### src/verilog/cam_capture_pkg.sv
package cam_capture_pkg;

    // Register indices; the byte address on the bus is four times the index.
    localparam logic [11:0] IDX_MODULE_SETTING = 12'h110;
    localparam logic [11:0] IDX_MODE           = 12'h112;
    localparam logic [11:0] IDX_CMD            = 12'h114;
    localparam logic [11:0] IDX_STATUS         = 12'h116;
    localparam logic [11:0] IDX_FLASH_DELAY    = 12'h120;

    localparam logic [15:0] MODULE_SETTING_RST = 16'h0000;
    localparam logic [7:0]  MODE_RST           = 8'h00;
    localparam logic [15:0] FLASH_DELAY_RST    = 16'h0000;

    // Module setting fields.
    localparam int BIT_MOD_EN   = 0;
    localparam int BIT_BT656_EN = 7;

    // Capture mode fields.
    localparam int BIT_INT_EN   = 0;
    localparam int BIT_TRIG_POL = 1;
    localparam int DEC_LSB      = 2;
    localparam int BIT_ALWAYS   = 5;
    localparam int BIT_SINGLE   = 6;
    localparam int BIT_INT_CTRL = 7;
    localparam logic [2:0] DEC_RESERVED = 3'h7;

    // Command strobe fields.
    localparam int BIT_SRST     = 0;
    localparam int BIT_INT_CLR  = 1;
    localparam int BIT_START    = 2;
    localparam int BIT_STOP     = 3;
    localparam int BIT_ERR0_CLR = 8;
    localparam int BIT_ERR1_CLR = 9;

    // Status fields.
    localparam int ST_INT       = 1;
    localparam int ST_STARTED   = 2;
    localparam int ST_BUSY      = 3;
    localparam int ST_EFFECTIVE = 4;
    localparam int ST_VSYNC     = 6;
    localparam int ST_ERR0      = 8;
    localparam int ST_ERR1      = 9;

    // Reference code preamble of the embedded-sync stream.
    localparam logic [23:0] REF_PREAMBLE = 24'hff0000;

    // Camera clock output timing.
    localparam int PCLK_PERIOD_NS    = 8;
    localparam int CAM_CLK_PERIOD_NS = 64;
    localparam int CAM_CLK_HALF_CYC  = CAM_CLK_PERIOD_NS / (2 * PCLK_PERIOD_NS);

    typedef enum logic [2:0] {
        CS_IDLE  = 3'b001,
        CS_ARMED = 3'b010,
        CS_BUSY  = 3'b100
    } cap_e;

endpackage : cam_capture_pkg

### src/verilog/camera_frame_capture_control.sv
// The implementer's own choice: the APB register port.
`timescale 1ns/100ps
module camera_frame_capture_control #(
    parameter int CLK_HALF = cam_capture_pkg::CAM_CLK_HALF_CYC
) (
    input  wire logic        pclk,
    input  wire logic        presetn,
    input  wire logic        psel,
    input  wire logic        penable,
    input  wire logic        pwrite,
    input  wire logic [15:0] paddr,
    input  wire logic [31:0] pwdata,
    input  wire logic [3:0]  pstrb,
    output logic      [31:0] prdata,
    output logic             pready,
    output logic             pslverr,
    input  wire logic        cam_pclk_in,
    input  wire logic        cam_vsync,
    input  wire logic [7:0]  cam_data,
    input  wire logic        jpeg_run,
    output logic             first_port_clock_out,
    output logic             second_port_clock_out,
    output logic             frame_irq
);
    import cam_capture_pkg::*;

    typedef struct packed {
        logic [15:0] module_set;
        logic [7:0]  mode;
        logic [15:0] flash_delay;
        logic [2:0]  clk_sy;
        logic [2:0]  vs_sy;
        logic [7:0]  d1;
        logic [7:0]  d2;
        logic [7:0]  d3;
        logic        clk_lvl;
        logic        vs_lvl;
        logic        vs_prev;
        logic [23:0] hist;
        logic        bt_v;
        cap_e        cap;
        logic [2:0]  dec_cnt;
        logic        effective;
        logic        captured_any;
        logic        first_pend;
        logic        done_pend;
        logic        int_st;
        logic        err0;
        logic        err1;
        logic [7:0]  div_cnt;
        logic        clk_out;
        logic [31:0] rdata;
        logic        slverr;
    } state_s;

    state_s st_r;
    state_s st_nxt;

    logic [11:0] idx;
    logic        addr_ok;
    logic        setup_ph;
    logic        wr_acc;
    logic        wr_cmd;
    logic [15:0] wdata;
    logic        clk_rise;
    logic        vs_now;
    logic        frame_start;
    logic        frame_end;
    logic        fire;
    logic        qual;
    logic        set_int;
    logic        set_err0;
    logic        set_err1;
    logic [3:0]  par;
    logic [2:0]  mism;
    logic [2:0]  dec_sel;
    logic        mod_en;
    logic        bt_en;
    logic        single;

    ////////////////////////////////////////////////////////////////////////////
    // Bus decode and outputs.

    assign idx      = paddr[13:2];
    assign addr_ok  = (paddr[1:0] == 2'h0) && (paddr[15:14] == 2'h0) &&
                      (idx == IDX_MODULE_SETTING || idx == IDX_MODE || idx == IDX_CMD ||
                       idx == IDX_STATUS || idx == IDX_FLASH_DELAY);
    assign setup_ph = psel && !penable;
    assign wr_acc   = psel && penable && pwrite && addr_ok;
    assign wr_cmd   = wr_acc && (idx == IDX_CMD);
    assign wdata    = {pstrb[1] ? pwdata[15:8] : 8'h00, pstrb[0] ? pwdata[7:0] : 8'h00};

    // Zero wait states: read data is captured at the setup edge.
    assign pready  = 1'b1;
    assign pslverr = psel && penable && st_r.slverr;
    assign prdata  = st_r.rdata;

    assign first_port_clock_out  = st_r.clk_out;
    assign second_port_clock_out = st_r.clk_out;
    assign frame_irq             = st_r.int_st && st_r.mode[BIT_INT_EN];

    assign mod_en  = st_r.module_set[BIT_MOD_EN];
    assign bt_en   = st_r.module_set[BIT_BT656_EN];
    assign single  = st_r.mode[BIT_SINGLE];
    assign dec_sel = st_r.mode[DEC_LSB +: 3];

    ////////////////////////////////////////////////////////////////////////////
    // Camera side event detection.

    // The sampled clock counts only once stages two and three agree.
    assign clk_rise = (st_r.clk_sy[1] == st_r.clk_sy[2]) && st_r.clk_sy[2] && !st_r.clk_lvl;

    // In embedded-sync mode the vertical flag comes from the reference codes.
    assign vs_now      = bt_en ? st_r.bt_v : st_r.vs_lvl;
    assign frame_start = mod_en && st_r.vs_prev && !vs_now;
    assign frame_end   = mod_en && !st_r.vs_prev && vs_now;

    // Hamming protection of the reference code: F=6, V=5, H=4.
    assign par  = {st_r.d3[5] ^ st_r.d3[4], st_r.d3[6] ^ st_r.d3[4],
                   st_r.d3[6] ^ st_r.d3[5], st_r.d3[6] ^ st_r.d3[5] ^ st_r.d3[4]};
    assign mism = 3'({2'h0, !st_r.d3[7]}) + 3'({2'h0, par[3] ^ st_r.d3[3]}) +
                  3'({2'h0, par[2] ^ st_r.d3[2]}) + 3'({2'h0, par[1] ^ st_r.d3[1]}) +
                  3'({2'h0, par[0] ^ st_r.d3[0]});
    assign set_err0 = bt_en && clk_rise && st_r.hist == REF_PREAMBLE && mism == 3'h1;
    assign set_err1 = bt_en && clk_rise && st_r.hist == REF_PREAMBLE && mism >= 3'h2;

    // Polarity 0 triggers as vsync turns inactive, 1 as it turns active.
    assign fire = (st_r.mode[BIT_TRIG_POL] ? frame_start : frame_end) &&
                  (st_r.done_pend || (frame_end && st_r.cap == CS_BUSY));

    always_comb begin
        if (single) begin
            qual = 1'b1;
        end else if (st_r.mode[BIT_INT_CTRL]) begin
            qual = 1'b0;
        end else begin
            qual = st_r.mode[BIT_ALWAYS] || (jpeg_run && st_r.first_pend);
        end
    end

    // A continuous run with control set reports when stopped after a frame.
    assign set_int = st_r.mode[BIT_INT_EN] &&
                     ((fire && qual) ||
                      (!single && st_r.mode[BIT_INT_CTRL] && wr_cmd &&
                       wdata[BIT_STOP] && st_r.captured_any));

    ////////////////////////////////////////////////////////////////////////////
    // Next state.

    always_comb begin
        st_nxt = st_r;
        st_nxt.clk_sy = {st_r.clk_sy[1:0], cam_pclk_in};
        st_nxt.vs_sy  = {st_r.vs_sy[1:0], cam_vsync};
        st_nxt.d1     = cam_data;
        st_nxt.d2     = st_r.d1;
        st_nxt.d3     = st_r.d2;
        if (st_r.clk_sy[1] == st_r.clk_sy[2]) begin
            st_nxt.clk_lvl = st_r.clk_sy[2];
        end
        if (st_r.vs_sy[1] == st_r.vs_sy[2]) begin
            st_nxt.vs_lvl = st_r.vs_sy[2];
        end
        st_nxt.vs_prev = vs_now;

        if (clk_rise && bt_en) begin
            st_nxt.hist = {st_r.hist[15:0], st_r.d3};
            if (st_r.hist == REF_PREAMBLE && mism == 3'h0) begin
                st_nxt.bt_v = st_r.d3[5];
            end
        end

        // Decimation counts every frame while the module runs.
        if (frame_start) begin
            st_nxt.effective = (st_r.dec_cnt == 3'h0);
            if (dec_sel == DEC_RESERVED || st_r.dec_cnt >= dec_sel) begin
                st_nxt.dec_cnt = 3'h0;
            end else begin
                st_nxt.dec_cnt = st_r.dec_cnt + 3'h1;
            end
            if (st_r.cap == CS_ARMED && st_r.dec_cnt == 3'h0) begin
                st_nxt.cap = CS_BUSY;
            end
        end
        if (frame_end) begin
            st_nxt.effective = 1'b0;
            if (st_r.cap == CS_BUSY) begin
                st_nxt.captured_any = 1'b1;
                st_nxt.done_pend    = 1'b1;
                st_nxt.cap          = single ? CS_IDLE : CS_ARMED;
            end
        end
        if (fire) begin
            st_nxt.done_pend = 1'b0;
            if (qual) begin
                st_nxt.first_pend = 1'b0;
            end
        end

        if (wr_cmd && wdata[BIT_STOP]) begin
            st_nxt.cap = CS_IDLE;
        end else if (wr_cmd && wdata[BIT_START] && mod_en && st_r.cap == CS_IDLE) begin
            st_nxt.cap          = CS_ARMED;
            st_nxt.captured_any = 1'b0;
            st_nxt.first_pend   = 1'b1;
        end

        // Set wins over a clear in the same cycle.
        if (set_int) begin
            st_nxt.int_st = 1'b1;
        end else if (wr_cmd && wdata[BIT_INT_CLR]) begin
            st_nxt.int_st = 1'b0;
        end
        if (set_err0) begin
            st_nxt.err0 = 1'b1;
        end else if (wr_cmd && wdata[BIT_ERR0_CLR] && bt_en) begin
            st_nxt.err0 = 1'b0;
        end
        if (set_err1) begin
            st_nxt.err1 = 1'b1;
        end else if (wr_cmd && wdata[BIT_ERR1_CLR] && bt_en) begin
            st_nxt.err1 = 1'b0;
        end

        if (mod_en) begin
            if (st_r.div_cnt == 8'(CLK_HALF - 1)) begin
                st_nxt.div_cnt = 8'h00;
                st_nxt.clk_out = !st_r.clk_out;
            end else begin
                st_nxt.div_cnt = st_r.div_cnt + 8'h01;
            end
        end else begin
            st_nxt.div_cnt   = 8'h00;
            st_nxt.clk_out   = 1'b0;
            st_nxt.cap       = CS_IDLE;
            st_nxt.effective = 1'b0;
            st_nxt.done_pend = 1'b0;
            st_nxt.dec_cnt   = 3'h0;
        end

        // Soft reset clears capture state but keeps every setting.
        if (wr_cmd && wdata[BIT_SRST]) begin
            st_nxt.cap          = CS_IDLE;
            st_nxt.dec_cnt      = 3'h0;
            st_nxt.effective    = 1'b0;
            st_nxt.captured_any = 1'b0;
            st_nxt.first_pend   = 1'b0;
            st_nxt.done_pend    = 1'b0;
            st_nxt.int_st       = 1'b0;
            st_nxt.err0         = 1'b0;
            st_nxt.err1         = 1'b0;
            st_nxt.hist         = 24'h000000;
            st_nxt.bt_v         = 1'b0;
        end

        // Configuration writes.
        if (wr_acc && idx == IDX_MODULE_SETTING) begin
            st_nxt.module_set = wdata;
        end
        if (wr_acc && idx == IDX_MODE) begin
            st_nxt.mode = wdata[7:0];
        end
        if (wr_acc && idx == IDX_FLASH_DELAY) begin
            st_nxt.flash_delay = wdata;
        end

        // Read data and error answer are prepared in the setup phase.
        if (setup_ph) begin
            st_nxt.slverr = !addr_ok;
            st_nxt.rdata  = 32'h00000000;
            if (!pwrite && addr_ok) begin
                case (idx)
                    IDX_MODULE_SETTING: st_nxt.rdata = {16'h0000, st_r.module_set};
                    IDX_MODE:           st_nxt.rdata = {24'h000000, st_r.mode};
                    IDX_FLASH_DELAY:    st_nxt.rdata = {16'h0000, st_r.flash_delay};
                    IDX_STATUS: begin
                        st_nxt.rdata[ST_ERR1]      = st_r.err1;
                        st_nxt.rdata[ST_ERR0]      = st_r.err0;
                        st_nxt.rdata[ST_VSYNC]     = vs_now;
                        st_nxt.rdata[ST_EFFECTIVE] = st_r.effective;
                        st_nxt.rdata[ST_BUSY]      = (st_r.cap == CS_BUSY);
                        st_nxt.rdata[ST_STARTED]   = (st_r.cap != CS_IDLE);
                        st_nxt.rdata[ST_INT]       = frame_irq;
                    end
                    default: st_nxt.rdata = 32'h00000000;
                endcase
            end
        end
    end

    always_ff @(posedge pclk or negedge presetn) begin
        if (!presetn) begin
            st_r             <= '0;
            st_r.module_set  <= MODULE_SETTING_RST;
            st_r.mode        <= MODE_RST;
            st_r.flash_delay <= FLASH_DELAY_RST;
            st_r.cap         <= CS_IDLE;
        end else begin
            st_r <= st_nxt;
        end
    end
endmodule : camera_frame_capture_control

### config.mk
export PLATFORM = sky130hd
export DESIGN_NAME = camera_frame_capture_control
export DESIGN_NICKNAME = d
export VERILOG_FILES = /design/src/verilog/cam_capture_pkg.sv /design/src/verilog/camera_frame_capture_control.sv
export SDC_FILE = /design/constraint.sdc
export NUM_CORES = 1
export LEC_CHECK = 0
export ABC_AREA = 0
export ABC_CLOCK_PERIOD_IN_PS = 3100
export BUFFER_PORTS_ARGS = -buffer_cell sky130_fd_sc_hd__buf_4
export CAP_MARGIN = 0
export CORE_MARGIN = 3
export CORE_UTILIZATION = 56
export CTS_CLUSTER_DIAMETER = 50
export DETAILED_ROUTE_END_ITERATION = 10
export PLACE_DENSITY = 0.8
export SLEW_MARGIN = 5
export SYNTH_ARGS = -nofsm -noshare
export SYNTH_HDL_FRONTEND = slang
export SYNTH_SLANG_ARGS = --single-unit
### constraint.sdc
create_clock -name pclk -period 3.1 [get_ports pclk]
set_input_delay 0.465 -clock pclk [delete_from_list [all_inputs] [get_ports pclk]]
set_output_delay 0.465 -clock pclk [all_outputs]
set_load 0.05 [all_outputs]
* Yosys cells after proc, flatten, opt, wreduce, memory -nomap -nowiden
Cells that the tools add are included.
** Word-level totals
- Register bits :: 153
- Word-level logic and storage cells :: 178
- Input port bits :: 68
- Output and inout bits :: 37
** Cells by class
- $lt $le $gt $ge :: 2
- Equal/unequal tests :: 20
- Muxes and demuxes :: 44
- Bitwise operators :: 8
- Reduce and logical (&&, ||, !) cells :: 72
- Add/subtract/negate cells :: 6
** Operators by type and width (number)
- $eq A12 B9 Y1 const B :: 5
- $logic_and A1 B1 Y1 :: 44
- $mux W38 :: 1
- $mux W25 :: 1
- $eq A24 B24 Y1 const B :: 1
- $mux W8 :: 3
- $mux W3 :: 6
- $mux W1 :: 17
- $mux W16 :: 1
- $pmux W4 S4 :: 1
- $mux W7 :: 2
- $ne A4 B1 Y1 const B :: 3
- $pmux W6 S2 :: 1
- $mux W2 :: 5
- $logic_not A1 Y1 :: 9
- $mux W9 :: 1
- $pmux W1 S3 :: 3
- $reduce_bool A3 Y1 :: 3
- $add A8 B1 Y8 const B :: 1
- $eq A8 B2 Y1 const B :: 1
- $logic_or A1 B1 Y1 :: 8
- $xor A1 B1 Y1 :: 8
- $add A3 B1 Y3 :: 2
- $eq A3 B1 Y1 const B :: 2
- 16 further kinds :: 23

* Depth between registers and ports, before layout
Gate-level depths: netlist (run 1).
- Depth after elaboration :: 15
- Depth in mapped cells :: 11
- Depth with buffers taken out :: 11

* Worst setup path before layout (run 1)
Ideal clock, no wire load.
- Kind :: reg-to-reg
- Start :: register st_r[88] (netlist name)
- End :: register st_r[55] (netlist name)
- Arrival :: 2.426 ns
- Path buffers :: 0
- Setup time :: 0.121 ns
- Clock period less this slack :: 2.548 ns
- Data required time :: 2.979 ns
- Cell stages (with the launch flop) :: 11
- Slack :: 0.552 ns
- Cells stage by stage :: dfrtp_1 xnor2_1 xnor2_1 fa_1 inv_1 fa_1 ha_1 nor2_1 nand4_1 mux2i_1 nor2_1
** Between the ends
- Longest elaborated chain between the ends :: 10
- Elaborated cells on any way between the ends :: 17
- Classes of those cells :: add/sub (4); mux (3); bitwise (6); reduce/logical (4)
** RTL lines
- start, declared :: line camera_frame_capture_control.sv:56 : state_s st_r;
- start signal, assigned :: line camera_frame_capture_control.sv:298 : st_r <= st_nxt;
- $xor A1 B1 Y1 :: line camera_frame_capture_control.sv:119 : assign par = {st_r.d3[5] ^ st_r.d3[4], st_r.d3[6] ^ st_r.d3[4],
- $xor A1 B1 Y1 :: line camera_frame_capture_control.sv:121 : assign mism = 3'({2'h0, !st_r.d3[7]}) + 3'({2'h0, par[3] ^ st_r.d3[3]}) +
- $add A1 B1 Y2 :: line camera_frame_capture_control.sv:121
- $add A2 B1 Y3 :: line camera_frame_capture_control.sv:121
- $add A3 B1 Y3 (2 in a row) :: line camera_frame_capture_control.sv:122 : 3'({2'h0, par[2] ^ st_r.d3[2]}) + 3'({2'h0, par[1] ^ st_r.d3[1]}) +
- $logic_not A3 Y1 :: line camera_frame_capture_control.sv:167 : if (st_r.hist == REF_PREAMBLE && mism == 3'h0) begin
- $logic_and A1 B1 Y1 :: line camera_frame_capture_control.sv:167
- $reduce_bool A2 Y1 (no source line)
- $reduce_and A2 Y1 (no source line)
Several ways; a longest one is shown, not always the timed one. The select of a mux whose other input is x is not followed.
A chain may end at the register's enable or synchronous reset.

* Worst setup path in the final report (run 1)
Ends and elaborated chain as after synthesis.

==> flow_summary.toml, run 1 <==
[die]
ios = 105
floorplan.die_area_sq_um = 12200
start_util_pct = 58.6
die_h_um = 111
core_area_sq_um = 10500
rows = 37
die_x_um = 111

[setup_path]
crit_path_start_kind = "register"
critPathKind = "reg -> reg"
worst-path-buf-inv = 1
crit_chain = "xnor2_1 -> xnor2_1 -> fa_1 -> inv_1 -> fa_1 -> ha_1 -> nor2_1 -> nand4_1 -> mux2i_1 -> nor2_1"
worstSetupEndpointType = "register"
critPathRequiredTime_ns = 3.50
cp.arrival_ns = 3.18
crit_family = "adder cells"
critPathSlowestCell = "fa_1"
cp_max_fo = 4
crit_path_max_incr_delay_ns = 0.50

[detailed_routing]
wl_per_cell_um = 15.0
route.detailed.drc = 0
drt_pre_antenna_iters = 7
vias = 4502
first_iter_violations = 279
ant_nets = 0
wl_um = 12200
drt-vias-per-instance = 5.56

[clock_network]
htree_levels = 4
clockRootBuffer = "clkbuf_8"
cts_buffer_depth = 2
cts_tree = "yes"
cts_resized = 0
cts_buffers = 17
clk_pin_slew_ns = 0.06
cts_setup_buffers = 0
clk_latency_ns = 0.52
numClockSinks = 137
hold_buffers = 0

[logic_synthesis]
yosys.area_share.simple_pct = 17.9
ys_types = 63
ys_warn_count = 0
synthTopCellsByArea = "dfrtp_1 (56%), nand2_1 (7.8%), buf_4 (4.4%), o21ai_0 (3.9%), a21oi_1 (2.9%)"
yosys.area.top_type = "dfrtp_1"
synth_top_family_by_area = "simple AND/OR/NAND/NOR gates"
async_flop_share_pct = 100
synth_xor_area_share_pct = 2.14
synth_seq_area_share_pct = 56.0
synth_mux_area_share_pct = 1.35
syn_inst = 606
synth_ff_type = "dfrtp_1"
synth.top_cells.by_count = "dfrtp_1 (136), nand2_1 (127), o21ai_0 (48)"
synth_edf_count = 0
synth_fa_ha_area_share_pct = 2.65
synth_seq_cells = 137
synth_compound_area_share_pct = 12.9
syn_avg_cell_area_sq_um = 10.1
yosys.area.top_type_share_pct = 55.5
yosysMostFrequentCell = "dfrtp_1"
syn-cell-area_sq_um = 6130

[timing]
fmax_ghz = 0.361
drv_slew = 0
relSlewSlack_pct = 46.0
setup_violations = 0
fin_crit_ns = 2.77
fin_tns_setup_ns = 0
min_period_over_period_pct = 89.5
rsz0062_at_grt = "no"
worst_pin_slew_ns = 0.810
hold_viol_final = 0
fin_skew_ns = 0.00979

[global_route]
grt.total_usage_pct = 21.0
grt_max_degree = 63
grt_overflow = 0
grt_pass1_vias = 4520
grt_pass1_wl_um = 21000
antenna_found_initial = 0

[pwr]
peakVddDrop_v = 0.000357
leakagePower_nw = 3.25
power.density_nw_per_um2 = 565
combPwrFrac_pct = 6.6
p_sw_mw = 0.947
seq_power_share_pct = 45.1
internal_power_mw = 3.11
p_total_mw = 4.05
switching_share_pct = 23.4
clkPwrFrac_pct = 48.2

[finish]
drive_gt1_share_pct = 19.1
design_area_sq_um = 7180
layout.nets = 740
area_growth_syn_to_layout_pct = 17.1
final_util_pct = 68.6
stdcell_count = 810
diodes = 0

[placed_design]
dp_hpwl_um = 8520
place.gp.congestion = 0.829
placed_cell_area_sq_um = 6590
dpl.cell_count = 778
portBuffers = 69

[status]
status = "completed"

[job]
cap_violations = 0

[min_path]
hold_class = "in -> async"
layout make-up:
cell class	count	area [sq um]
clock buffers	19	442
clock inverters	13	144
fillers	792	3290
inverters	11	41.3
multi-input cells	413	2330
flip-flops and latches	137	3430
well taps	136	170
repair buffers	81	621
worst reg2reg max path: stages, from the launching register on:
cell     delay [ns]
dfrtp_1        0.42
xnor2_1        0.30
xnor2_1        0.13
fa_1           0.50
inv_1          0.06
fa_1           0.46
ha_1           0.31
nor2_1         0.13
nand4_1        0.13
mux2i_1        0.17
nor2_1         0.05
logic make-up (layout without fill, tap and decap cells):
kind of cell | count (synthesis) | count (layout)
buf+inv | 71 | 124
mux | 8 | 8
flops | 137 | 137
fa+ha+maj | 12 | 12
compound gates | 131 | 131
simple gates | 230 | 230
xor+xnor | 15 | 15
other cells | 2 | 17
metal layers:
| metal | part of all wire, % | track usage [%] | vias up |
|---|---|---|---|
| met5 | 0 | 0 | - |
| met4 | 2.3 | 8.62 | 0 |
| met3 | 6.3 | 6.08 | 24 |
| met2 | 49 | 34.0 | 155 |
| met1 | 42 | 26.7 | 2178 |
| li1 | - | - | 2145 |
final timing paths:
check,endpoint,start,slack (ns),depth (start not counted)
worst max-delay path,st_r[55],st_r[88],0.33,10
worst min-delay path,prdata[4],presetn,0.02,1
worst max register to register,st_r[55],st_r[88],0.33,10
worst min register to register,st_nxt[84],st_nxt[92],0.35,0
max in group asynchronous,st_r[52],presetn,2.25,2
min in group pclk,st_nxt[93],cam_data[2],0.05,1
registers in the layout, summed over array words and instances (netlist names):
register              count
st_r                     94
dec_sel                   3
bt_en                     1
mod_en                    1
prdata                   16
st_nxt                   20
first_port_clock_out      1
single                    1
per-stage QoR:
stage	setup slack [ns]	hold WS, ns
finish	0.326	0.0156
global route	0.119	0.0232
CTS	0.328	0.0282
detailed placement	0.324	0.335
global placement	0.433	0.331
floorplan	0.552	0.169
power by group through the flow:
stage / combinational (mW) / clock, mW / sequential [mW]
finish: 0.270 / 1.95 / 1.83
global route: 0.302 / 2.08 / 1.83
CTS: 0.271 / 1.99 / 1.83
detailed placement: 0.271 / 0 / 1.86
global placement: 0.258 / 0 / 1.86
floorplan: 0.169 / 0 / 1.86
cell usage in the layout, fill, tap and decap left out, types with 6 or more instances in the layout:
cell | Yosys | layout
inv_1 | 11 | 11
o21ai_0 | 48 | 48
nand2b_1 | 6 | 6
clkbuf_16 | 0 | 16
conb_1 | 2 | 17
dfrtp_1 | 136 | 136
xnor2_1 | 10 | 10
nor2_1 | 32 | 32
o21ai_1 | 11 | 11
buf_4 | 36 | 80
ha_1 | 9 | 9
mux2i_1 | 6 | 6
nand2_1 | 127 | 127
a21oi_1 | 35 | 35
nand3_1 | 15 | 15
a22oi_1 | 6 | 6
(Power assumes the default switching activity.)
==> run 2: changes to the inputs <==
--- a/config.mk
+++ b/config.mk
@@ -9,11 +9,12 @@
 export ABC_CLOCK_PERIOD_IN_PS = 3100
 export BUFFER_PORTS_ARGS = -buffer_cell sky130_fd_sc_hd__buf_4
 export CAP_MARGIN = 0
+export CORE_ASPECT_RATIO = 1.1
 export CORE_MARGIN = 3
 export CORE_UTILIZATION = 56
 export CTS_CLUSTER_DIAMETER = 50
 export DETAILED_ROUTE_END_ITERATION = 10
-export PLACE_DENSITY = 0.8
+export PLACE_DENSITY_LB_ADDON = 0.1
 export SLEW_MARGIN = 5
 export SYNTH_ARGS = -nofsm -noshare
 export SYNTH_HDL_FRONTEND = slang
==> flow_summary.toml, run 2 (synthesis gave the netlist of run 1 again) <==
[status]
status = "completed"

[setup_path]
reg2reg_from = "st_r[88]"
cp.arrival_ns = 3.04
critPathKind = "reg -> reg"
crit_chain = "xnor2_1 -> xnor2_1 -> fa_1 -> inv_1 -> fa_1 -> ha_1 -> nor2_1 -> nand4_1 -> mux2i_1 -> nor2_1"
reg2reg_slack_ns = 0.35
critPathRequiredTime_ns = 3.39
cp_max_fo = 4
reg2reg_to = "st_r[55]"
worstSetupEndpointType = "register"
crit_path_start_kind = "register"
worstRegToRegCells = 10
crit_path_max_incr_delay_ns = 0.48
critPathSlowestCell = "fa_1"

[clock_network]
cts_buffers = 17
cts_tree = "yes"
clk_latency_ns = 0.41
clk_pin_slew_ns = 0.06
cts_buffer_depth = 2
cts_setup_buffers = 0
htree_levels = 4
hold_buffers = 0
clockRootBuffer = "clkbuf_16"
cts_resized = 0
numClockSinks = 137

[timing]
fin_crit_ns = 2.75
relSlewSlack_pct = 43.2
min_period_over_period_pct = 88.7
worst_pin_slew_ns = 0.828
hold_viol_final = 0
fin_skew_ns = 0.00812
fin_tns_setup_ns = 0
rsz0062_at_grt = "no"
setup_violations = 0
fmax_ghz = 0.364
drv_slew = 0

[detailed_routing]
ant_nets = 0
vias = 4442
wl_um = 12000
route.detailed.drc = 0
drt-vias-per-instance = 5.45
drt_pre_antenna_iters = 7
wl_per_cell_um = 14.8
first_iter_violations = 270

[finish]
area_growth_syn_to_layout_pct = 16.4
diodes = 0
stdcell_count = 815
multi_input_area_sq_um = 2330
fill_cells = 839
final_common_cell = "dfrtp_1"
regMostFlops = "st_r"
largest_reg_flops = 94
final_cell_mix = "dfrtp_1 (136), nand2_1 (127), buf_4 (78), o21ai_0 (48), a21oi_1 (35)"
drive_gt1_share_pct = 18.9
layout.nets = 738
regArea_sq_um = 3430

[global_route]
grt.total_usage_pct = 21.1
grt_pass1_wl_um = 20500
antenna_found_initial = 0
grt_pass1_vias = 4414
grt_max_degree = 58
grt_overflow = 0

[placed_design]
portBuffers = 69
place.gp.congestion = 0.898
dp_hpwl_um = 8490
dpl.cell_count = 783

[pwr]
leakagePower_nw = 3.23
power.density_nw_per_um2 = 551
peakVddDrop_v = 0.000493

[die]
die_h_um = 116
rows = 39
ios = 105
floorplan.die_area_sq_um = 12200
start_util_pct = 58.1
core_area_sq_um = 10500
die_x_um = 106

[job]
cap_violations = 0

[min_path]
hold_class = "in -> async"
-- run 2: changes by cell type in the layout (fill, tap and decap cells not counted), sizes merged --
cell,previous run,this run
bufinv,2,0
clkinv,5,4
buf,81,79
clkinvlp,4,3
inv,13,18
clkbuf,19,18
-- run 2: critical path: cells and delay by family, from the launching register on --
kind          cells  cell delay [ns]
buf+inv           1             0.05
flops             1             0.44
simple gates      3             0.32
mux               1             0.17
fa+ha+maj         3             1.22
xor+xnor          2             0.43
-- run 2: layer usage --
layer | vias up | wire length (um) | share of wire [%] | GRT usage [%]
met4 | 0 | 227 | 1.9 | 8.03
met1 | 2156 | 5150 | 43 | 26.4
met3 | 25 | 750 | 6.2 | 6.24
met2 | 126 | 5900 | 49 | 35.1
li1 | 2135 | - | - | -
met5 | - | 0 | 0 | 0
-- run 2: how the worst max path moves through the flow --
stage	start	to	slack [ns]	depth (start not counted)
final	st_r[88]	st_r[55]	0.35	10
after global routing	st_r[88]	st_r[55]	0.16	10
after CTS	st_r[88]	st_r[55]	0.35	10
after detailed placement	st_r[88]	st_r[55]	0.36	10
after global placement	st_r[88]	st_r[55]	0.42	10
after floorplan	st_r[88]	st_r[55]	0.55	10
-- run 2: cell type report --
cell class                      instances  area share [%]
Multi-Input combinational cell        413            32.6
Timing Repair Buffer                   79            8.49
Clock buffer                           18            6.16
Tap cell                              143            2.51
Clock inverter                         14            1.56
Sequential cell                       137            48.1
Inverter                               11           0.579
-- run 2: per-stage QoR --
stage                     power, mW  hold WS (ns)  setup slack, ns  cell area, sq um  util, %
final                          3.93        0.0986            0.350              7130     67.7
after CTS                      3.98         0.121            0.346              7130     67.7
after floorplan                2.03         0.169            0.552              6180        -
after global routing           4.10         0.132            0.157              7130     67.7
after global placement         2.12         0.331            0.421              6580     62.5
after detailed placement       2.13         0.336            0.359              6580     62.5
-- run 2: report_power, final --
group	switching, mW	total [mW]	internal (mW)
clock	0.785	1.84	1.06
combinational	0.164	0.260	0.0966
sequential	0.0152	1.83	1.81
total	0.964	3.93	2.97
==> run 3: changes to the inputs <==
--- a/config.mk
+++ b/config.mk
@@ -7,14 +7,15 @@
 export LEC_CHECK = 0
 export ABC_AREA = 0
 export ABC_CLOCK_PERIOD_IN_PS = 3100
-export BUFFER_PORTS_ARGS = -buffer_cell sky130_fd_sc_hd__buf_4
 export CAP_MARGIN = 0
 export CORE_ASPECT_RATIO = 1.1
 export CORE_MARGIN = 3
-export CORE_UTILIZATION = 56
+export CORE_UTILIZATION = 62
 export CTS_CLUSTER_DIAMETER = 50
 export DETAILED_ROUTE_END_ITERATION = 10
+export DONT_BUFFER_PORTS = 1
 export PLACE_DENSITY_LB_ADDON = 0.1
+export REMOVE_ABC_BUFFERS = 1
 export SLEW_MARGIN = 5
 export SYNTH_ARGS = -nofsm -noshare
 export SYNTH_HDL_FRONTEND = slang
==> flow_summary.toml, run 3 (synthesis gave the netlist of run 1 again) <==
[status]
status = "complete, but fails checks"
violations = "hold timing"

[setup_path]
reg2reg_from = "st_r[88]"
reg2reg_slack_ns = 0.26
cp.arrival_ns = 3.24
reg2reg_to = "st_r[55]"
crit_path_start_kind = "register"
critPathRequiredTime_ns = 3.50
worstRegToRegCells = 10
critPathSlowestCell = "fa_1"
cp_max_fo = 4
worstSetupEndpointType = "register"
crit_chain = "xnor2_1 -> xnor2_1 -> fa_1 -> inv_1 -> fa_1 -> ha_1 -> nor2_1 -> nand4_1 -> mux2i_1 -> nor2_1"
critPathKind = "reg -> reg"
crit_path_max_incr_delay_ns = 0.51

[pwr]
power.density_nw_per_um2 = 588
combPwrFrac_pct = 4.6
p_total_mw = 3.94
peakVddDrop_v = 0.000471
seq_power_share_pct = 46.5
leakagePower_nw = 2.94
clkPwrFrac_pct = 49.0
internal_power_mw = 2.98
switching_share_pct = 24.4
p_sw_mw = 0.960

[placed_design]
dp_hpwl_um = 8200
portBuffers = 0
pre_cts_ws_ns = 0.333
place.gp.congestion = 0.804
dpl.cell_count = 689

[die]
rows = 37
core_area_sq_um = 9490
ios = 105
die_h_um = 110
die_x_um = 101
start_util_pct = 64.6
floorplan.die_area_sq_um = 11100

[clock_network]
cts_buffers = 17
cts_buffer_depth = 2
htree_levels = 4
cts_setup_buffers = 0
clockRootBuffer = "clkbuf_8"
cts_tree = "yes"
clk_pin_slew_ns = 0.06
numClockSinks = 137
clk_latency_ns = 0.52
cts_resized = 0
hold_buffers = 10

[global_route]
antenna_found_initial = 0
grt.total_usage_pct = 24.0
met2_usage_pct = 38.5
grt_overflow = 0
grt_pass1_vias = 4198
met3_usage_pct = 7.43
grt_pass1_wl_um = 20600
met1_usage_pct = 31.3
busiest_layer = "met2"
grt_max_degree = 138

[finish]
layout.nets = 680
area_growth_syn_to_layout_pct = 9.37
regMostFlops = "st_r"
drive_gt1_share_pct = 9.61
final_common_cell = "dfrtp_1"
largest_reg_flops = 94
final_cell_mix = "dfrtp_1 (136), nand2_1 (127), o21ai_0 (48), a21oi_1 (35), nor2_1 (32)"
diodes = 0
stdcell_count = 731

[timing]
fin_skew_ns = 0.00455
drv_slew = 0
worst_pin_slew_ns = 0.948
hold_slack_ns = -0.367
rsz0062_at_grt = "no"
fin_crit_ns = 2.84
setup_slack_ns = 0.259
fin_tns_setup_ns = 0
hold_viol_final = 137
fmax_ghz = 0.352
setup_violations = 0
min_period_over_period_pct = 91.7
relSlewSlack_pct = 35.9

[detailed_routing]
drt_pre_antenna_iters = 6
first_iter_violations = 324
route.detailed.drc = 0
ant_nets = 0
wl_um = 12300
vias = 4230
drt-vias-per-instance = 5.79
wl_per_cell_um = 16.8

[job]
cap_violations = 0

[min_path]
hold_class = "in -> async"
[run 3: worst max path at each step]
| stage | from | endpoint | slack (ns) | cells after the start |
|---|---|---|---|---|
| global placement | st_r[88] | st_r[55] | 0.45 | 10 |
| global route | st_r[88] | st_r[55] | 0.09 | 10 |
| finish | st_r[88] | st_r[55] | 0.26 | 10 |
| floorplan | paddr[1] | st_r[44] | 0.25 | 5 |
| CTS | st_r[88] | st_r[55] | 0.28 | 10 |
| detailed placement | st_r[88] | st_r[55] | 0.33 | 10 |
[run 3: routing by layer]
layer  routed length (um)  part of all wire [%]  up-vias
li1                     -                     -     2020
met1                 5290                    43     2075
met2                 6000                    49      122
met3                  862                   7.0       13
met4                  138                   1.1        0
met5                    0                     0        -
[run 3: metrics by stage]
stage | area [sq um] | hold WS, ns | util, %
after floorplan | 5800 | 0.169 | -
after global placement | 6030 | 0.173 | 63.5
after detailed placement | 6030 | 0.174 | 63.5
after CTS | 6700 | -0.385 | 70.6
after global routing | 6700 | -0.398 | 70.6
final | 6700 | -0.367 | 70.6
[run 3: worst max-delay path: cells and delay by family, from the launching register on]
kind	cells	cell delay, ns
flops	1	0.44
buf+inv	1	0.06
xor+xnor	2	0.46
simple gates	3	0.32
mux	1	0.18
fa+ha+maj	3	1.26
[run 3: area by class of cell]
type                       instances  area, sq um
tap                              117          146
fill                             683         2790
timing repair buffer              21          183
multi-input combinational        413         2330
sequential                       137         3430
clock inverter                    15          159
inverter                          11         41.3
clock buffer                      17          414
[run 3: power groups by stage]
stage | logic, mW | registers [mW] | clock network [mW]
finish | 0.180 | 1.83 | 1.93
floorplan | 0.146 | 1.86 | 0
global placement | 0.162 | 1.86 | 0
CTS | 0.181 | 1.83 | 1.96
detailed placement | 0.167 | 1.86 | 0
global route | 0.201 | 1.83 | 2.06
